File: config.mk
export PLATFORM = sky130hd
export DESIGN_NAME = dbc_ctrl
export DESIGN_NICKNAME = d
export VERILOG_FILES = /design/src/dbc_pkg.sv /design/src/dbc_ctrl.sv
export SDC_FILE = /design/constraint.sdc
export NUM_CORES = 1
export LEC_CHECK = 0
export ABC_AREA = 1
export BUFFER_PORTS_ARGS = -buffer_cell sky130_fd_sc_hd__buf_2
export CELL_PAD_IN_SITES_DETAIL_PLACEMENT = 1
export CELL_PAD_IN_SITES_GLOBAL_PLACEMENT = 1
export CORE_MARGIN = 5
export CORE_UTILIZATION = 37
export DETAILED_ROUTE_END_ITERATION = 7
export HOLD_SLACK_MARGIN = 0.1
export PLACE_DENSITY_LB_ADDON = 0.05
export SLEW_MARGIN = 20
export SYNTH_ARGS = -nofsm -noshare
export SYNTH_HDL_FRONTEND = slang
export SYNTH_SLANG_ARGS = --single-unit
File: constraint.sdc
create_clock -name sys_clk -period 3.2 [get_ports sys_clk]
set_input_delay 0.64 -clock sys_clk [delete_from_list [all_inputs] [get_ports sys_clk]]
set_output_delay 0.64 -clock sys_clk [all_outputs]
set_load 0.01 [all_outputs]
File: src/dbc_pkg.sv
// Purpose: Shared constants and types for the DRAM and bus controller.
// Assumes: One 100 MHz clock, synchronous active-high reset.
// Notes:   Address decode values and timing counts live here only.
package dbc_pkg;
    // Clock period in nanoseconds.
    localparam int unsigned CLK_NS       = 10;
    // Refresh request interval in nanoseconds and its cycle count (rounded down).
    localparam int unsigned REF_NS       = 15600;
    localparam int unsigned REF_CYC      = REF_NS / CLK_NS;
    localparam logic [10:0] REF_LAST     = 11'(REF_CYC - 1);
    // Last count of the processor reset stretch after the system reset is released; the stretch lasts 16 cycles.
    localparam logic [3:0]  RST_HOLD     = 4'hF;
    // Memory size selections for the fitted modules.
    localparam logic [2:0]  SZ_1MB       = 3'h0;
    localparam logic [2:0]  SZ_2MB       = 3'h1;
    localparam logic [2:0]  SZ_4MB       = 3'h2;
    localparam logic [2:0]  SZ_8MB       = 3'h3;
    localparam logic [2:0]  SZ_16MB      = 3'h4;
    // Flash occupies the top two megabytes of the address space.
    localparam logic [4:0]  FLASH_TOP    = 5'h1F;
    // I/O decode of the on-board peripherals.
    localparam logic [15:0] IO_RTC_IDX   = 16'h0070;
    localparam logic [15:0] IO_RTC_DAT   = 16'h0071;
    localparam logic [15:0] IO_KBC_DAT   = 16'h0060;
    localparam logic [15:0] IO_KBC_CMD   = 16'h0064;
    localparam logic [12:0] IO_IDE_BASE  = 13'h003E;
    // Select bit positions in the chip select vector.
    localparam int unsigned CS_FLASH     = 0;
    localparam int unsigned CS_RTC       = 1;
    localparam int unsigned CS_IDE       = 2;
    localparam int unsigned CS_KBC       = 3;

    // Sequencer states.
    typedef enum logic [3:0] {
        ST_IDLE    = 4'h0,
        ST_ROW     = 4'h1,
        ST_COL     = 4'h2,
        ST_PRE     = 4'h3,
        ST_REF_CAS = 4'h4,
        ST_REF_RAS = 4'h5,
        ST_REF_END = 4'h6,
        ST_EXT_ALE = 4'h7,
        ST_EXT_CMD = 4'h8,
        ST_EXT_END = 4'h9,
        ST_RST     = 4'hA
    } dbc_state_t;
endpackage : dbc_pkg

File: src/dbc_ctrl.sv
// Purpose: DRAM, reset, ready and expansion bus controller for a 32-bit embedded processor.
// Assumes: Processor address is held stable from address strobe until ready.
// Notes:   Configuration inputs are straps sampled continuously; change them only in reset.
// What this block does
// - Zero-wait fast page reads and writes on hits.
// - Mux row/column, drive strobes, CAS-before-RAS refresh.
// - Row/column widths follow 1 to 16 MB modules.
// - Two banks interleave, controller picks the bank.
// - Two banks, FPM or EDO, configurable start.
// - Periodic refresh requests with refresh row address.
// - Processor reset synchronised to processor clock.
// - Ready for non-local cycles after target completes.
// - I/O and memory strobes plus address latch.
// - Own data buffer enable avoids bus contention.
// - Selects for flash, clock, disk, keyboard.
// - No parity generated or checked.
module dbc_ctrl
    import dbc_pkg::*;
(
    // Clock and reset.
    input  wire logic        sys_clk,
    input  wire logic        rst,
    // Processor bus.
    input  wire logic        cpu_ads_n,
    input  wire logic [25:1] cpu_addr,
    input  wire logic        cpu_wr,
    input  wire logic        cpu_mio,
    input  wire logic        cpu_local_n,
    output logic             cpu_ready_n,
    output logic             cpu_reset,
    // Configuration straps.
    input  wire logic [2:0]  cfg_size,
    input  wire logic        cfg_two_banks,
    input  wire logic        cfg_interleave,
    input  wire logic [4:0]  cfg_bank1_mb,
    input  wire logic        cfg_edo,
    // DRAM.
    output logic [11:0]      dram_addr,
    output logic [1:0]       dram_ras_n,
    output logic [1:0]       dram_cas_n,
    output logic             dram_we_n,
    // Expansion bus.
    input  wire logic        ext_rdy,
    output logic             ext_ale,
    output logic             ext_ior_n,
    output logic             ext_iow_n,
    output logic             ext_memr_n,
    output logic             ext_memw_n,
    output logic             dbuf_en_n,
    // Peripheral selects, active low.
    output logic [3:0]       per_cs_n
);
    import dbc_pkg::*;

    // Complete state of the block.
    typedef struct packed {
        dbc_state_t       state;
        logic [3:0]       rst_cnt;
        logic             cpu_reset;
        logic             ready_n;
        logic [10:0]      ref_cnt;
        logic             ref_pend;
        logic [11:0]      ref_row;
        logic             req_pend;
        logic             req_bank;
        logic [1:0]       open_vld;
        logic [1:0][11:0] open_row;
        logic [11:0]      addr;
        logic [1:0]       ras_n;
        logic [1:0]       cas_n;
        logic             we_n;
        logic             ale;
        logic             ior_n;
        logic             iow_n;
        logic             memr_n;
        logic             memw_n;
        logic             dbuf_n;
        logic [3:0]       cs_n;
    } dbc_regs_t;

    dbc_regs_t st_reg;   // Registered state.
    dbc_regs_t st_next;  // Next state.

    // Column width in bits for each module size; the row takes the rest.
    function automatic logic [3:0] dbc_col_bits(input logic [2:0] sz);
        unique case (sz)
            SZ_1MB:  dbc_col_bits = 4'h9;
            SZ_2MB:  dbc_col_bits = 4'hA;
            SZ_4MB:  dbc_col_bits = 4'hA;
            SZ_8MB:  dbc_col_bits = 4'hB;
            default: dbc_col_bits = 4'hB;
        endcase
    endfunction : dbc_col_bits

    // Word address within the selected bank.
    function automatic logic [22:0] dbc_word(input logic [25:1] a, input logic bank1,
                                             input logic [4:0] start, input logic il);
        logic [23:0] off;
        off = (bank1 && !il) ? 24'(a[24:1] - {start, 19'h0}) : a[24:1];
        dbc_word = off[22:0];
    endfunction : dbc_word

    // Row and column of a word address for the configured size.
    function automatic logic [11:0] dbc_row(input logic [22:0] w, input logic [2:0] sz, input logic il);
        logic [22:0] r;
        r = w >> dbc_col_bits(sz);
        // When interleaving, the lowest row bit picks the bank and is dropped.
        dbc_row = il ? r[12:1] : r[11:0];
    endfunction : dbc_row

    function automatic logic [11:0] dbc_col(input logic [22:0] w, input logic [2:0] sz);
        logic [22:0] m;
        m = (23'h1 << dbc_col_bits(sz)) - 23'h1;
        dbc_col = 12'(w & m);
    endfunction : dbc_col

    // Address decode of the current request.
    logic        is_dram;   // Cycle targets on-board DRAM.
    logic        is_flash;  // Cycle targets the flash.
    logic        il;        // Interleaving is active.
    logic        bank;      // Bank targeted by the cycle.
    logic [22:0] word;      // Word address within that bank.
    logic [11:0] row;       // Row part of the address.
    logic [11:0] col;       // Column part of the address.
    logic        hit;       // Row already open in the target bank.
    logic        go;        // A request is present this cycle.
    logic [3:0]  sel_n;     // Peripheral selects for the request.

    // Bank, row and column steering; parity is neither generated nor checked.
    always_comb begin
        il       = cfg_two_banks && cfg_interleave;
        is_flash = cpu_mio && (cpu_addr[25:21] == FLASH_TOP);
        is_dram  = cpu_mio && !cpu_addr[25] && cpu_local_n;
        if (!cfg_two_banks) begin
            bank = 1'b0;
        end else if (il) begin
            bank = cpu_addr[dbc_col_bits(cfg_size) + 5'h1];
        end else begin
            bank = (cpu_addr[24:20] >= cfg_bank1_mb);
        end
        word  = dbc_word(cpu_addr, bank, cfg_bank1_mb, il);
        row   = dbc_row(word, cfg_size, il);
        col   = dbc_col(word, cfg_size);
        hit   = st_reg.open_vld[bank] && (st_reg.open_row[bank] == row);
        go    = !cpu_ads_n || st_reg.req_pend;
        sel_n = 4'hF;
        sel_n[CS_FLASH] = !is_flash;
        if (!cpu_mio) begin
            sel_n[CS_RTC] = !(cpu_addr[15:1] == IO_RTC_IDX[15:1]) || (IO_RTC_DAT[15:1] != IO_RTC_IDX[15:1]);
            sel_n[CS_KBC] = !((cpu_addr[15:1] == IO_KBC_DAT[15:1]) || (cpu_addr[15:1] == IO_KBC_CMD[15:1]));
            sel_n[CS_IDE] = !(cpu_addr[15:3] == IO_IDE_BASE);
        end
    end

    // Next-state logic for the whole block.
    always_comb begin
        st_next         = st_reg;
        st_next.ready_n = 1'b1;
        st_next.ale     = 1'b0;
        // Refresh interval timer raises a request; ST_REF_RAS steps the refresh row.
        if (st_reg.ref_cnt == REF_LAST) begin
            st_next.ref_cnt  = 11'h0;
            st_next.ref_pend = 1'b1;
        end else begin
            st_next.ref_cnt = st_reg.ref_cnt + 11'h1;
        end
        // A strobe seen while busy is remembered until it can be served.
        if (!cpu_ads_n) begin
            st_next.req_pend = 1'b1;
        end
        unique case (st_reg.state)
            // Hold the processor in reset for a fixed count after release.
            ST_RST: begin
                st_next.cpu_reset = 1'b1;
                st_next.rst_cnt   = st_reg.rst_cnt + 4'h1;
                if (st_reg.rst_cnt == RST_HOLD) begin
                    st_next.cpu_reset = 1'b0;
                    st_next.state     = ST_IDLE;
                end
            end
            // Pick refresh first, then DRAM, then the expansion side.
            ST_IDLE: begin
                st_next.cas_n  = 2'h3;
                st_next.we_n   = 1'b1;
                st_next.dbuf_n = 1'b1;
                if (st_reg.ref_pend) begin
                    st_next.ras_n    = 2'h3;
                    st_next.open_vld = 2'h0;
                    st_next.state    = ST_PRE;
                end else if (go && !cpu_local_n) begin
                    st_next.req_pend = 1'b0;  // Local devices answer for themselves.
                end else if (go && is_dram) begin
                    st_next.req_pend = 1'b0;
                    st_next.req_bank = bank;
                    if (hit) begin
                        st_next.addr            = col;
                        st_next.cas_n[bank]     = 1'b0;
                        st_next.we_n            = !cpu_wr;
                        st_next.dbuf_n          = 1'b0;
                        st_next.ready_n         = 1'b0;
                        st_next.state           = ST_COL;
                    end else if (st_reg.open_vld[bank]) begin
                        // Another row is open in this bank: raise its row strobe for one cycle of
                        // precharge and keep the request pending, so the row phase follows next.
                        st_next.req_pend        = 1'b1;
                        st_next.ras_n[bank]     = 1'b1;
                        st_next.open_vld[bank]  = 1'b0;
                    end else begin
                        st_next.addr            = row;
                        st_next.ras_n[bank]     = 1'b0;
                        st_next.open_row[bank]  = row;
                        st_next.open_vld[bank]  = 1'b1;
                        st_next.state           = ST_ROW;
                    end
                end else if (go) begin
                    st_next.req_pend = 1'b0;
                    st_next.ale      = 1'b1;
                    st_next.cs_n     = sel_n;
                    st_next.state    = ST_EXT_ALE;
                end
            end
            // Row open: present the column and finish in one cycle.
            ST_ROW: begin
                st_next.addr                 = col;
                st_next.cas_n[st_reg.req_bank] = 1'b0;
                st_next.we_n                 = !cpu_wr;
                st_next.dbuf_n               = 1'b0;
                st_next.ready_n              = 1'b0;
                st_next.state                = ST_COL;
            end
            // Column strobe ends; the page stays open for the next hit.
            ST_COL: begin
                st_next.cas_n  = 2'h3;
                st_next.we_n   = 1'b1;
                st_next.dbuf_n = 1'b1;
                // EDO parts keep data after CAS rises, FPM parts drop it; both close here.
                st_next.state  = ST_IDLE;
            end
            // Precharge before refresh with all row strobes high.
            ST_PRE: begin
                st_next.addr  = st_reg.ref_row;
                st_next.state = ST_REF_CAS;
                st_next.cas_n = 2'h0;
            end
            // Column strobe already low; now drop row strobe.
            ST_REF_CAS: begin
                st_next.ras_n = 2'h0;
                st_next.state = ST_REF_RAS;
            end
            // Release both strobes and advance the refresh row.
            ST_REF_RAS: begin
                st_next.ras_n    = 2'h3;
                st_next.cas_n    = 2'h3;
                st_next.ref_pend = (st_reg.ref_cnt == REF_LAST);
                st_next.ref_row  = st_reg.ref_row + 12'h1;
                st_next.state    = ST_REF_END;
            end
            // One cycle of precharge before anything else starts.
            ST_REF_END: begin
                st_next.state = ST_IDLE;
            end
            // Address latched; assert the command strobe and buffer.
            ST_EXT_ALE: begin
                st_next.ior_n  = !(!cpu_mio && !cpu_wr);
                st_next.iow_n  = !(!cpu_mio && cpu_wr);
                st_next.memr_n = !(cpu_mio && !cpu_wr);
                st_next.memw_n = !(cpu_mio && cpu_wr);
                st_next.dbuf_n = 1'b0;
                st_next.state  = ST_EXT_CMD;
            end
            // Wait for the target, then answer the processor.
            ST_EXT_CMD: begin
                if (ext_rdy) begin
                    st_next.ready_n = 1'b0;
                    st_next.state   = ST_EXT_END;
                end
            end
            // Strobes, buffer and selects release together.
            ST_EXT_END: begin
                st_next.ior_n  = 1'b1;
                st_next.iow_n  = 1'b1;
                st_next.memr_n = 1'b1;
                st_next.memw_n = 1'b1;
                st_next.dbuf_n = 1'b1;
                st_next.cs_n   = 4'hF;
                st_next.state  = ST_IDLE;
            end
            default: begin
                st_next.state = ST_IDLE;
            end
        endcase
        // Cycle strobes taken in the completing cycle are not new requests.
        if (!st_next.ready_n) begin
            st_next.req_pend = 1'b0;
        end
    end

    // State register; reset closes every page and parks all strobes.
    always_ff @(posedge sys_clk) begin
        if (rst) begin
            st_reg           <= '0;
            st_reg.state     <= ST_RST;
            st_reg.cpu_reset <= 1'b1;
            st_reg.ready_n   <= 1'b1;
            st_reg.ras_n     <= 2'h3;
            st_reg.cas_n     <= 2'h3;
            st_reg.we_n      <= 1'b1;
            st_reg.ior_n     <= 1'b1;
            st_reg.iow_n     <= 1'b1;
            st_reg.memr_n    <= 1'b1;
            st_reg.memw_n    <= 1'b1;
            st_reg.dbuf_n    <= 1'b1;
            st_reg.cs_n      <= 4'hF;
        end else begin
            st_reg <= st_next;
        end
    end

    // All outputs come straight from the state register.
    assign cpu_ready_n = st_reg.ready_n;
    assign cpu_reset   = st_reg.cpu_reset;
    assign dram_addr   = st_reg.addr;
    assign dram_ras_n  = st_reg.ras_n;
    assign dram_cas_n  = st_reg.cas_n;
    assign dram_we_n   = st_reg.we_n;
    assign ext_ale     = st_reg.ale;
    assign ext_ior_n   = st_reg.ior_n;
    assign ext_iow_n   = st_reg.iow_n;
    assign ext_memr_n  = st_reg.memr_n;
    assign ext_memw_n  = st_reg.memw_n;
    assign dbuf_en_n   = st_reg.dbuf_n;
    assign per_cs_n    = st_reg.cs_n;
endmodule : dbc_ctrl

# ---- After elaboration in Yosys (flattened, before gate mapping)
# Cells that the tools add are included.
dict set report op_classes {
  n_addsub 6
  magnitude_cmp 6
  n_eq_ne 35
  n_shift 2
  muxes 78
  bitwise 13
  reduce_logical 55
}
# operator n
set op_table {}
lappend op_table {{two-way mux 36 bit} 7}
lappend op_table {{two-way mux 12 bit} 5}
lappend op_table {{two-way mux 4 bit} 13}
lappend op_table {{== test 15 x 6 -> 1 bit, second input constant} 3}
lappend op_table {{two-way mux 45 bit} 1}
lappend op_table {{two-way mux 44 bit} 1}
lappend op_table {{one-hot mux 12 bit (3 select lines)} 1}
lappend op_table {{one-hot mux 4 bit (8 select lines)} 1}
lappend op_table {{two-way mux 28 bit} 1}
lappend op_table {{two-way mux 26 bit} 1}
lappend op_table {{bitwise mux 24 bit} 1}
lappend op_table {{two-way mux 23 bit} 1}
lappend op_table {{>> shifter 23 x 4 -> 13 bit} 1}
lappend op_table {{subtractor 23 bit} 1}
lappend op_table {{two-way mux 1 bit} 22}
lappend op_table {{inequality test 2 bit, second input constant} 9}
lappend op_table {{== test 4 bit, second input constant} 4}
lappend op_table {{one-hot mux 4 bit (2 select lines)} 2}
lappend op_table {{AND reduction 5 bit} 3}
lappend op_table {{logical AND 1 bit} 14}
lappend op_table {{zero test 1 bit} 14}
lappend op_table {{== test 13 x 6 -> 1 bit, second input constant} 1}
lappend op_table {{two-way mux 13 bit} 1}
lappend op_table {{adder 12 x 1 -> 12 bit, second input constant} 1}
lappend op_table {{46 further kinds} 86}
dict set report word_totals {
  regBits 89
  inputBits 43
}

# ---- Logic depth before layout (Yosys ltp)
# Gate-level depths: netlist of the first run.
dict set report logic_depth {
  word_depth 26
  depth_mapped 31
  depth_no_buf 29
}

# ---- Worst setup path before layout of the first run
# Ideal clock, no wire load.
dict set report synth_path {
  path_type {in2reg}
  start {in cfg_size[1]}
  end {reg st_reg, in the netlist dram_addr[10]}
  setup_ns 0.109
  arrival_ns 3.187
  setup_slack_ns -0.096
  cell_stages 28
  path_cell_list {nor2_1 inv_1 nor2_1 inv_1 ha_1 buf_6 nand2_1 nand3b_1 nand3_2 nand2_1 nor2_4 buf_6 nand3_2 nand3_2 nand3_1 nand2_1 nand2_1 nand2_2 nor2_1 nor2_2 nand2_2 nand2_1 nand2_2 buf_6 nor2_2 nand3_1 nand2_1 inv_1}
}
dict set report synth_via {
  elab_chain_cells 25
  elab_cells_between_ends 38
  classes_between {add/sub: 2; eq/ne: 4; shift: 2; mux: 24; bitwise: 1; reduce/logical: 5}
}
# item line
set synth_rtl {}
lappend synth_rtl {{start, declared} dbc_ctrl.sv:32} ;# input wire logic [2:0] cfg_size,
lappend synth_rtl {{== test 3 x 2 -> 1 bit or == test 3 x 1 -> 1 bit (tied branches)} dbc_ctrl.sv:86} ;# unique case (sz)
lappend synth_rtl {{OR reduction 2 bit (no source line)} -}
lappend synth_rtl {{one-hot mux 2 bit (2 select lines) *} dbc_ctrl.sv:86}
lappend synth_rtl {{two-way mux 4 bit} dbc_ctrl.sv:136} ;# end else if (il) begin
lappend synth_rtl {{two-way mux 4 bit} dbc_ctrl.sv:134} ;# if (!cfg_two_banks) begin
lappend synth_rtl {{adder 4 x 1 -> 5 bit} dbc_ctrl.sv:137} ;# bank = cpu_addr[dbc_col_bits(cfg_size) + 5'h1];
lappend synth_rtl {{binary-select mux 1 bit (select 5 bit)} dbc_ctrl.sv:137}
lappend synth_rtl {{two-way mux 1 bit (not written as such)} dbc_ctrl.sv:137}
lappend synth_rtl {{[6 not listed]} -}
lappend synth_rtl {{two-way mux 36 bit} dbc_ctrl.sv:202} ;# end else if (st_reg.open_vld[bank]) begin
lappend synth_rtl {{two-way mux 36 bit (4 in series)} -}
lappend synth_rtl {{two-way mux 36 bit} dbc_ctrl.sv:171} ;# unique case (st_reg.state)
lappend synth_rtl {{two-way mux 12 bit} dbc_ctrl.sv:195} ;# if (hit) begin
lappend synth_rtl {{two-way mux 44 bit} dbc_ctrl.sv:192} ;# end else if (go && is_dram) begin
lappend synth_rtl {{two-way mux 45 bit} dbc_ctrl.sv:190} ;# end else if (go && !cpu_local_n) begin
lappend synth_rtl {{two-way mux 36 bit} dbc_ctrl.sv:186} ;# if (st_reg.ref_pend) begin
lappend synth_rtl {{one-hot mux 12 bit (3 select lines)} dbc_ctrl.sv:171}
lappend synth_rtl {{end signal, assigned} dbc_ctrl.sv:315} ;# st_reg <= st_next;
lappend synth_rtl {{end, declared} dbc_ctrl.sv:81} ;# dbc_regs_t st_reg;
# Every way passes the cells marked *; elsewhere a longest branch is shown, timed or not. The select of a mux whose other input is x is not followed.
# A chain may end at the register's enable or synchronous reset.

# ---- Worst setup path after layout of the first run
dict set report layout_path {
  start {in cfg_size[0]}
  end {reg st_reg, in the netlist dram_addr[7]}
}
# Same word-level chain as after synthesis.

==> impl_metrics.py, run 1 <==
metrics = {
    "run_status": {
        "outcome": "complete, but fails checks",
        "violations": "negative setup slack",
    },
    "clock_tree": {
        "cts-root-buf": "clkbuf_16",
        "clk_latency_ps": 350,
        "cts_tree": "done",
        "clk_pin_slew_ps": 70,
        "clock_sinks": 89,
        "cts_hold_buffers": 0,
        "clk_path_buf_depth": 2,
        "cts_buffers": 9,
        "cts_max_level": 3,
    },
    "routing": {
        "wl_per_cell_um": 15.28,
        "drtIter0Drc": 251,
        "drtAntennaViolNets": 0,
        "wl_um": 19800,
        "firstDrtPassIters": 4,
        "drc": 0,
        "via_per_inst": 4.931,
        "vias": 6390,
    },
    "worst_setup_path": {
        "path_max_fanout": 8,
        "worst-setup-path-type": "in -> reg",
        "critPathTopFamily": "simple AND/OR/NAND/NOR gates",
        "cp.arrival_ps": 3670,
        "max_stage_delay_ps": 250,
        "crit_buf_inv": 8,
        "crit_required_ps": 3450,
        "critPathSlowestCell": "nor2_4",
        "startpoint_type": "input pin",
        "worstSetupEndpointType": "register",
        "path_common_cell": "nand3_2",
    },
    "power": {
        "p_per_area_nw_per_um2": 368.8,
        "ir_drop_mv": 0.2561,
        "leakagePower_nw": 3.607,
        "finalPower_mw": 2.862,
    },
    "synth": {
        "ys_top_cells_by_area": "dfxtp_1 (30%), nand2_1 (13%), inv_1 (9.7%), nor2_1 (6.8%), nand3_1 (6.5%)",
        "syn_nets": 1002,
        "ys_warn_count": 0,
        "syn_inst": 948,
        "ys_seq_area_frac": 0.2999,
        "synthSimpleGateAreaFrac": 0.3547,
        "synthAdderAreaFrac": 0.02443,
        "syn_avg_cell_area_um2": 6.267,
        "synth_top_area_cell": "dfxtp_1",
        "synthXorXnorAreaFrac": 0.007372,
        "synth.area.mux_share": 0.001685,
        "ys_seq_elements": 89,
        "synth_compound_area_frac": 0.1550,
        "synth_top_family_by_area": "simple AND/OR/NAND/NOR gates",
        "synth.cell_area_um2": 5941,
        "synth_cell_types": 41,
        "post-synth-top-area-fraction": 0.2999,
    },
    "timing": {
        "hold_ws_ps": 461.7,
        "setup_slack_ps": -224.0,
        "max_freq_mhz": 292.1,
        "setup_tns_ps": -3972,
        "finalMaxSlewViolations": 0,
        "fin_crit_ps": 3424,
        "rsz0062_at_grt": "true",
        "worstMarginPinSlew_ps": 681.1,
        "finalCritPeriodShare": 1.070,
        "setup_viol": 24,
        "maxSlewHeadroom": 0.5417,
        "hold_viol": 0,
        "skew_ps": 9.443,
    },
    "die": {
        "core_area_um2": 15830,
        "die_h_um": 136.7,
        "die_w_um": 136.7,
        "rows": 46,
        "start_util": 0.3753,
        "die_area_um2": 18690,
        "ioPinCount": 72,
    },
    "cells_and_area": {
        "mostFrequentLayoutCell": "nand2_1",
        "syn2layout_area_growth_pct": 30.62,
        "diodes": 0,
        "postLayoutCellArea_um2": 7760,
        "fillCellCount": 2144,
        "drive_above_1_share": 0.2704,
        "final_core_util": 0.4903,
        "mostFrequentLayoutCells": "nand2_1 (180), inv_1 (148), nor2_1 (102), dfxtp_1 (89), buf_4 (81)",
        "fin_nets": 1130,
        "final_cells": 1296,
    },
    "placed_design": {
        "postPlaceCellArea_um2": 6967,
        "gp_congestion": 0.8569,
        "place_hpwl_um": 15120,
        "dp_cells": 1269,
        "post-place-ws_ps": -598.9,
        "io_buffers": 70,
    },
    "global_routing": {
        "grt_overflow": 0,
        "antenna_found_initial": 0,
        "grtUsageTotal": 0.2153,
        "grt_pass1_vias": 6518,
        "grt_pass1_wl_um": 32270,
        "grt_max_degree": 38,
    },
    "run": {
        "max_cap_viol_count": 0,
    },
    "worst_hold_path": {
        "hp-class": "reg -> reg",
    },
}
[layer usage]
layer / vias up / global-route usage / part of all wire
met1: 2983 / 0.2985 / 0.50
li1: 3289 / - / -
met5: - / 0 / 0
met2: 106 / 0.3524 / 0.45
met3: 12 / 0.03934 / 0.039
met4: 0 / 0.03975 / 0.0080
[synth_stat cells]
master and n:
a31oi_1 3, xor2_1 5, o22ai_1 8, nand4_1 21
a21oi_2 11, o211ai_1 5, fa_1 1, clkinv_1 3
inv_4 1, a221oi_1 1, buf_6 6, nor3_1 17
nand3_1 77, nor3b_1 5, nor4_2 1, nor2_4 4
dfxtp_1 89, o31ai_1 4, nor2_1 107, a21oi_1 46
ha_1 10, nand3_4 1, nor4_1 6, nand3_2 7
o21bai_1 1, o21ai_1 14, a211oi_1 3, inv_1 153
clkbuf_1 10, nand3b_1 2, buf_4 22, buf_1 3
nand2_2 7, or2_2 3, buf_2 8, inv_2 5
a21boi_4 1, nor2_2 7, o21ai_0 66, mux2i_1 1
nand2_1 203
[worst reg2reg max path, cell delays in order, from the launching register on]
cell and delay, ps:
dfxtp_1 340, nor2_1 220, inv_1 180, nor2_1 430, clkinv_1 410, nor2_1 360
nand3_1 180, inv_2 290, o21ai_0 150, a21oi_1 140
[what timing repair did]
action | CTS | global route
pin swaps | 31 | 17
setup endpoints to repair | 25 | 26
resized for setup | 52 | 40
hold endpoints to repair | 0 | 0
gates cloned | 4 | 1
setup buffers | 4 | 3
[final timing paths]
kind / start / to / slack, ps / depth (start not counted)
max: cfg_size[0] / dram_addr[7]$_SDFFE_PP0P_ / -220 / 28
min: register / register / 460 / 2
max reg2reg: st_reg[88]$_SDFFE_PP1P_ / register / 440 / 9
min reg2reg: register / register / 460 / 2
[kinds of logic (layout without fill, tap and decap cells)]
logic type                 after synthesis  after routing
DFF                                     89             89
buffers and inverters                  211            342
and+or+nand+nor                        468            469
adders and majority gates               11             11
xor gates and xnor gates                 5              5
AOI/OAI and AO/OA                      163            163
muxes                                    1              1
[report_power, final]
group	leakage [nW]	total, mW	internal, mW	switching (mW)
combinational	2.74	0.572	0.241	0.331
clock	0.152	1.17	0.705	0.464
sequential	0.719	1.12	1.11	0.00610
total	3.61	2.86	2.06	0.801
[layout make-up]
cell class                      instances  area [µm²]  area share
Multi-Input combinational cell        649        3526      0.4544
Sequential cell                        89        1782      0.2296
Timing Repair Buffer                  165        1247      0.1608
Inverter                              162       615.6     0.07933
Tap cell                              216       270.3     0.03483
Clock buffer                           11       242.7     0.03128
Clock inverter                          4       76.32    0.009836
Power figures use the tool's default switching activity.
==> run 2, diff against run 1 <==
ABC_CLOCK_PERIOD_IN_PS = 3200   (was default)
CTS_CLUSTER_DIAMETER = 40   (was default)
PLACE_DENSITY_LB_ADDON = 0.25   (was 0.05)
==> run 2 against run 1 <==
Largest cell class unchanged. Maximum frequency down 2.2%. Combinational power up 9.1%. Sequential power barely moved. Register-to-register slack gained 70 ps. Critical path depth is 1 higher. Final area up 0.87%. Largest power group is now sequential cells. Via count increased by 4.4%. Clock skew grew 3.2 ps. First-iteration DRC count is 32% higher. Highest routed layer unchanged. Total power is 1.5% lower. Critical endpoint is now dram_addr[5]$_SDFFE_PP0P_. Wire length rose by 4.8%. The run still ends with negative setup slack left. Sequential share of layout area fell by 0.20 points.
==> impl_metrics.py, run 2 (synthesized netlist as in run 1, its figures left out) <==
metrics = {
    "run_status": {
        "outcome": "complete, but fails checks",
        "violations": "negative setup slack",
    },
    "die": {
        "core_area_um2": 15830,
        "die_area_um2": 18690,
        "die_h_um": 136.7,
        "start_util": 0.3753,
        "ioPinCount": 72,
        "die_w_um": 136.7,
        "rows": 46,
    },
    "cells_and_area": {
        "drive_above_1_share": 0.2807,
        "postLayoutCellArea_um2": 7828,
        "mostFrequentLayoutCells": "nand2_1 (183), inv_1 (148), nor2_1 (101), buf_4 (94), dfxtp_1 (89)",
        "diodes": 0,
        "mostFrequentLayoutCell": "nand2_1",
        "final_core_util": 0.4945,
        "syn2layout_area_growth_pct": 31.76,
        "final_cells": 1306,
        "fin_nets": 1140,
    },
    "worst_setup_path": {
        "max_stage_delay_ps": 250,
        "worst-setup-path-type": "in -> reg",
        "crit_required_ps": 3490,
        "worstSetupEndpointType": "register",
        "critPathSlowestCell": "ha_4",
        "path_common_cell": "nand2_1",
        "startpoint_type": "input pin",
        "path_max_fanout": 6,
        "cp.arrival_ps": 3790,
    },
    "routing": {
        "drtAntennaViolNets": 0,
        "drtIter0Drc": 332,
        "drc": 0,
        "wl_per_cell_um": 15.90,
        "via_per_inst": 5.109,
        "vias": 6673,
        "firstDrtPassIters": 5,
        "wl_um": 20760,
    },
    "global_routing": {
        "grt_overflow": 0,
        "grt_max_degree": 33,
        "grt_pass1_vias": 6709,
        "grt_pass1_wl_um": 32240,
        "antenna_found_initial": 0,
        "grtUsageTotal": 0.2160,
    },
    "clock_tree": {
        "cts_max_level": 3,
        "clk_latency_ps": 350,
        "cts_tree": "done",
        "cts_hold_buffers": 0,
        "clk_path_buf_depth": 2,
        "cts_buffers": 9,
        "clk_pin_slew_ps": 60,
        "cts-root-buf": "clkbuf_16",
        "clock_sinks": 89,
    },
    "timing": {
        "hold_viol": 0,
        "skew_ps": 12.64,
        "max_freq_mhz": 285.6,
        "worstMarginPinSlew_ps": 951.0,
        "finalCritPeriodShare": 1.094,
        "rsz0062_at_grt": "true",
        "setup_slack_ps": -301.7,
        "setup_viol": 24,
        "finalMaxSlewViolations": 0,
        "fin_crit_ps": 3502,
        "maxSlewHeadroom": 0.3602,
        "hold_ws_ps": 454.3,
    },
    "power": {
        "p_comb_frac": 0.221,
        "finalPower_mw": 2.820,
        "p_int_mw": 2.000,
        "seq_power_share": 0.398,
        "ir_drop_mv": 0.2606,
        "power.switching_uw": 819.5,
        "leakagePower_nw": 3.665,
        "clkPwrFrac": 0.381,
        "switching_share": 0.2906,
        "p_per_area_nw_per_um2": 360.3,
    },
    "placed_design": {
        "dp_cells": 1273,
        "place_hpwl_um": 15040,
        "gp_congestion": 0.8890,
        "postPlaceCellArea_um2": 6959,
        "io_buffers": 70,
    },
    "run": {
        "max_cap_viol_count": 0,
    },
    "worst_hold_path": {
        "hp-class": "reg -> reg",
    },
}
-- run 2: cell type report --
type	instances	area (µm²)
Fill cell	2123	8000
Clock buffer	10	239.0
Tap cell	216	270.3
Inverter	162	614.3
Timing Repair Buffer	175	1291
Multi-Input combinational cell	649	3575
Sequential cell	89	1782
Clock inverter	5	56.30
-- run 2: routing by layer --
layer  part of all wire  up-vias  GRT usage
met5                  0        -          0
met4              0.010        0    0.04983
met3              0.027       17    0.03419
met2               0.51       94     0.3847
met1               0.46     3249     0.2732
li1                   -     3313          -
-- run 2: path summary, 6_finish.rpt --
check	from	endpoint	slack [ps]	cells after the start
setup reg to reg	st_reg[88]$_SDFFE_PP1P_	dram_addr[1]$_SDFFE_PP0P_	510	12
setup / recovery	cfg_size[0]	dram_addr[5]$_SDFFE_PP0P_	-300	29
hold / removal	register	register	450	2
hold reg to reg	register	register	450	2
-- run 2: repair_timing --
action / CTS / global route
hold endpoints to repair: 0 / 0
cloned: 4 / 1
setup buffers: 10 / 4
setup endpoints to repair: 26 / 26
pin swaps: 43 / 33
resized for setup: 51 / 46
-- run 2: power by group through the flow --
stage	Clock (mW)	Combinational (mW)	Sequential [mW]
2_1_floorplan	0	0.298	1.14
3_3_place_gp	0	0.514	1.15
3_5_place_dp	0	0.525	1.15
4_1_cts	1.09	0.569	1.12
5_1_grt	1.13	0.683	1.12
6_report	1.07	0.624	1.12
-- run 2: critical path: cells and delay by family --
| kind | cells | cell delay [ps] |
|---|---|---|
| fa+ha+maj | 1 | 250 |
| buf+inv | 8 | 730 |
| simple gates | 20 | 2160 |
-- run 2: stage by stage --
| step | setup TNS [ps] | worst slack [ps] |
|---|---|---|
| final | -5010 | -301.7 |
| after global routing | -10230 | -493.9 |
| after CTS | -2622 | -150.3 |
| after detailed placement | -17880 | -790.6 |
| after global placement | -15500 | -690.6 |
| after floorplan | 0 | 3.062 |
==> run 3, diff against run 2 <==
ABC_AREA = default   (was 1)
CORE_UTILIZATION = 39   (was 37)
==> run 3 against run 2 <==
The flow still finishes with violations (negative setup slack). Clock skew decreased by 1.6 ps. Critical path depth decreased by 14. Sequential power increased by 4%. Utilization increased by 1.2 points. Sequential share of layout area increased by 0.66 points. Via count decreased by 8.2%. Final cell count decreased by 17%. Clock power about the same. Wire length decreased by 0.78%. Synthesized cell count decreased by 20%. Worst setup slack got worse by 660 ps. Register-to-register slack about the same. Critical endpoint is now dram_addr[10]$_SDFFE_PP0P_. Largest cell class unchanged.
==> impl_metrics.py, run 3 <==
metrics = {
    "run_status": {
        "outcome": "complete, but fails checks",
        "violations": "negative setup slack",
    },
    "worst_setup_path": {
        "crit_buf_inv": 3,
        "critPathTopFamily": "simple AND/OR/NAND/NOR gates",
        "startpoint_type": "input pin",
        "worst-setup-path-type": "in -> reg",
        "crit_start": "cfg_size[2]",
        "cp.arrival_ps": 4420,
        "cp_cell_sequence": "buf_2 -> or3_4 -> ha_4 -> mux4_2 -> nand2_4 -> o211ai_4 -> buf_12 -> mux2_2 -> a22oi_2 -> nand4_1 -> or4_4 -> o31ai_4 -> buf_6 -> nor2_2 -> a311oi_2",
        "critPathSlowestCell": "or4_4",
        "max_stage_delay_ps": 600,
        "crit_required_ps": 3460,
        "path_max_fanout": 10,
        "worstSetupEndpointType": "register",
    },
    "synth": {
        "post-synth-top-area-fraction": 0.3012,
        "synth.cell_area_um2": 5914,
        "synth_edf_count": 0,
        "synthArstFlopShare": 0,
        "ys_seq_area_frac": 0.3012,
        "ys_warn_count": 0,
        "synth_common_cells": "nor2_1 (109), dfxtp_1 (89), nand2_1 (75)",
        "syn_avg_cell_area_um2": 7.844,
        "ys_seq_elements": 89,
        "yosys_most_used_dff": "dfxtp_1",
        "syn_nets": 808,
        "synth_cell_types": 79,
        "synth_most_common_cell": "nor2_1",
        "ys_top_cells_by_area": "dfxtp_1 (30%), nor2_1 (6.9%), nand2_1 (4.8%), mux2i_1 (4.6%), a21oi_1 (3.5%)",
        "syn_inst": 754,
        "synth_top_area_cell": "dfxtp_1",
    },
    "clock_tree": {
        "cts_buffers": 9,
        "cts_tree": "done",
        "clk_latency_ps": 350,
        "clk_path_buf_depth": 2,
        "clock_sinks": 89,
        "cts-root-buf": "clkbuf_16",
        "cts_hold_buffers": 0,
        "clk_pin_slew_ps": 70,
        "cts_max_level": 3,
    },
    "power": {
        "p_per_area_nw_per_um2": 380.0,
        "ir_drop_mv": 0.4467,
        "leakagePower_nw": 2.922,
    },
    "placed_design": {
        "dp_cells": 1053,
        "place_hpwl_um": 15640,
        "post-place-ws_ps": -1476,
        "io_buffers": 70,
        "gp_congestion": 0.8919,
    },
    "timing": {
        "rsz0062_at_grt": "true",
        "finalMaxSlewViolations": 0,
        "max_freq_mhz": 240.3,
        "worstMarginPinSlew_ps": 872.3,
        "setup_tns_ps": -21550,
        "hold_viol": 0,
        "skew_ps": 11.05,
        "setup_slack_ps": -960.7,
        "setup_viol": 25,
        "maxSlewHeadroom": 0.4185,
        "finalCritPeriodShare": 1.300,
        "fin_crit_ps": 4161,
    },
    "routing": {
        "wl_met2_um": 10800,
        "wl_per_cell_um": 19.07,
        "routed-wl-met3_um": 892,
        "wl_met1_um": 8643,
        "dr.max_layer_used": "met4",
        "firstDrtPassIters": 4,
        "drtIter0Drc": 391,
        "drc": 0,
        "via_per_inst": 5.672,
        "wl_um": 20600,
        "vias": 6126,
        "drtAntennaViolNets": 0,
    },
    "global_routing": {
        "grt_overflow": 0,
        "grt_max_degree": 44,
        "antenna_found_initial": 0,
        "grt_pass1_vias": 6556,
        "grtUsageTotal": 0.2328,
        "grt_pass1_wl_um": 33640,
    },
    "cells_and_area": {
        "final_cells": 1080,
        "syn2layout_area_growth_pct": 28.64,
        "fillCellCount": 1836,
        "diodes": 0,
        "mostFrequentLayoutCells": "buf_4 (107), nor2_1 (106), dfxtp_1 (89), nand2_1 (73), buf_2 (70)",
        "drive_above_1_share": 0.3105,
        "fin_nets": 941,
        "mostFrequentLayoutCell": "buf_4",
    },
    "die": {
        "ioPinCount": 72,
        "core_area_um2": 15030,
        "start_util": 0.3934,
        "die_w_um": 133.1,
        "die_h_um": 133.1,
        "die_area_um2": 17730,
        "rows": 45,
    },
    "worst_hold_path": {
        "min_from": "st_reg[68]$_SDFF_PP0_",
        "hp-class": "reg -> reg",
    },
    "run": {
        "max_cap_viol_count": 0,
    },
}
[run 3: changes by cell type after synthesis, sizes merged, moves of 16 or more]
cell,previous run,this run
mux2i,1,27
a21oi,57,41
nand2,210,75
clkbuf,10,29
inv,159,19
o21ai,80,36
a211oi,3,21
nand3,85,30
[run 3: final timing paths]
path                                endpoint  slack, ps  depth (start not counted)
setup / recovery  dram_addr[10]$_SDFFE_PP0P_       -960                         15
setup reg to reg  dram_addr[10]$_SDFFE_PP0P_        520                          9
hold / removal         st_reg[68]$_SDFF_PP0_        450                          1
hold reg to reg        st_reg[68]$_SDFF_PP0_        450                          1
[run 3: what timing repair did]
| item | in CTS | in global routing |
|---|---|---|
| gates resized for setup | 35 | 18 |
| setup endpoints to repair | 25 | 27 |
| pin swaps | 8 | 4 |
| buffers inserted | 8 | 2 |
| cloned | 1 | 0 |
[run 3: cell type report]
type	instances	area, µm²	area share
Multi-Input combinational cell	582	3946	0.5187
Sequential cell	89	1782	0.2342
Timing Repair Buffer	185	1270	0.1669
Clock buffer	10	239.0	0.03141
Tap cell	188	235.2	0.03092
Inverter	20	75.07	0.009867
Clock inverter	6	61.31	0.008058
[run 3: where the power goes]
group          switching (mW)  leakage [nW]  internal [mW]
Combinational           0.367          2.06          0.306
Sequential             0.0255         0.719           1.13
Clock                   0.498         0.144          0.566
Total                   0.890          2.92           2.00
[run 3: through the flow]
step | util | power [mW] | cell area (µm²) | hold slack, ps
floorplan | - | 1.542 | 5966 | 417.5
global placement | 0.4652 | 1.778 | 6993 | 433.1
detailed placement | 0.4652 | 1.807 | 6993 | 443.5
CTS | 0.5003 | 2.895 | 7521 | 455.5
global route | 0.5061 | 3.023 | 7609 | 478.9
finish | 0.5061 | 2.892 | 7609 | 452.2
[run 3: routing by layer]
metal  track usage  vias to the layer above
met5             0                        -
met4       0.05429                        0
met3       0.04721                       23
met2        0.4264                      113
met1        0.2798                     3031
li1              -                     2959
[run 3: kinds of logic after synthesis]
group,after synthesis,share of synthesized area
AND/OR/NAND/NOR,321,0.2615
AO/OA/AOI/OAI,181,0.2226
flip-flops,89,0.3012
buffers and inverters,83,0.07256
multiplexers,41,0.07616
XOR/XNOR,28,0.04146
adder cells (fa/ha/maj),11,0.02454
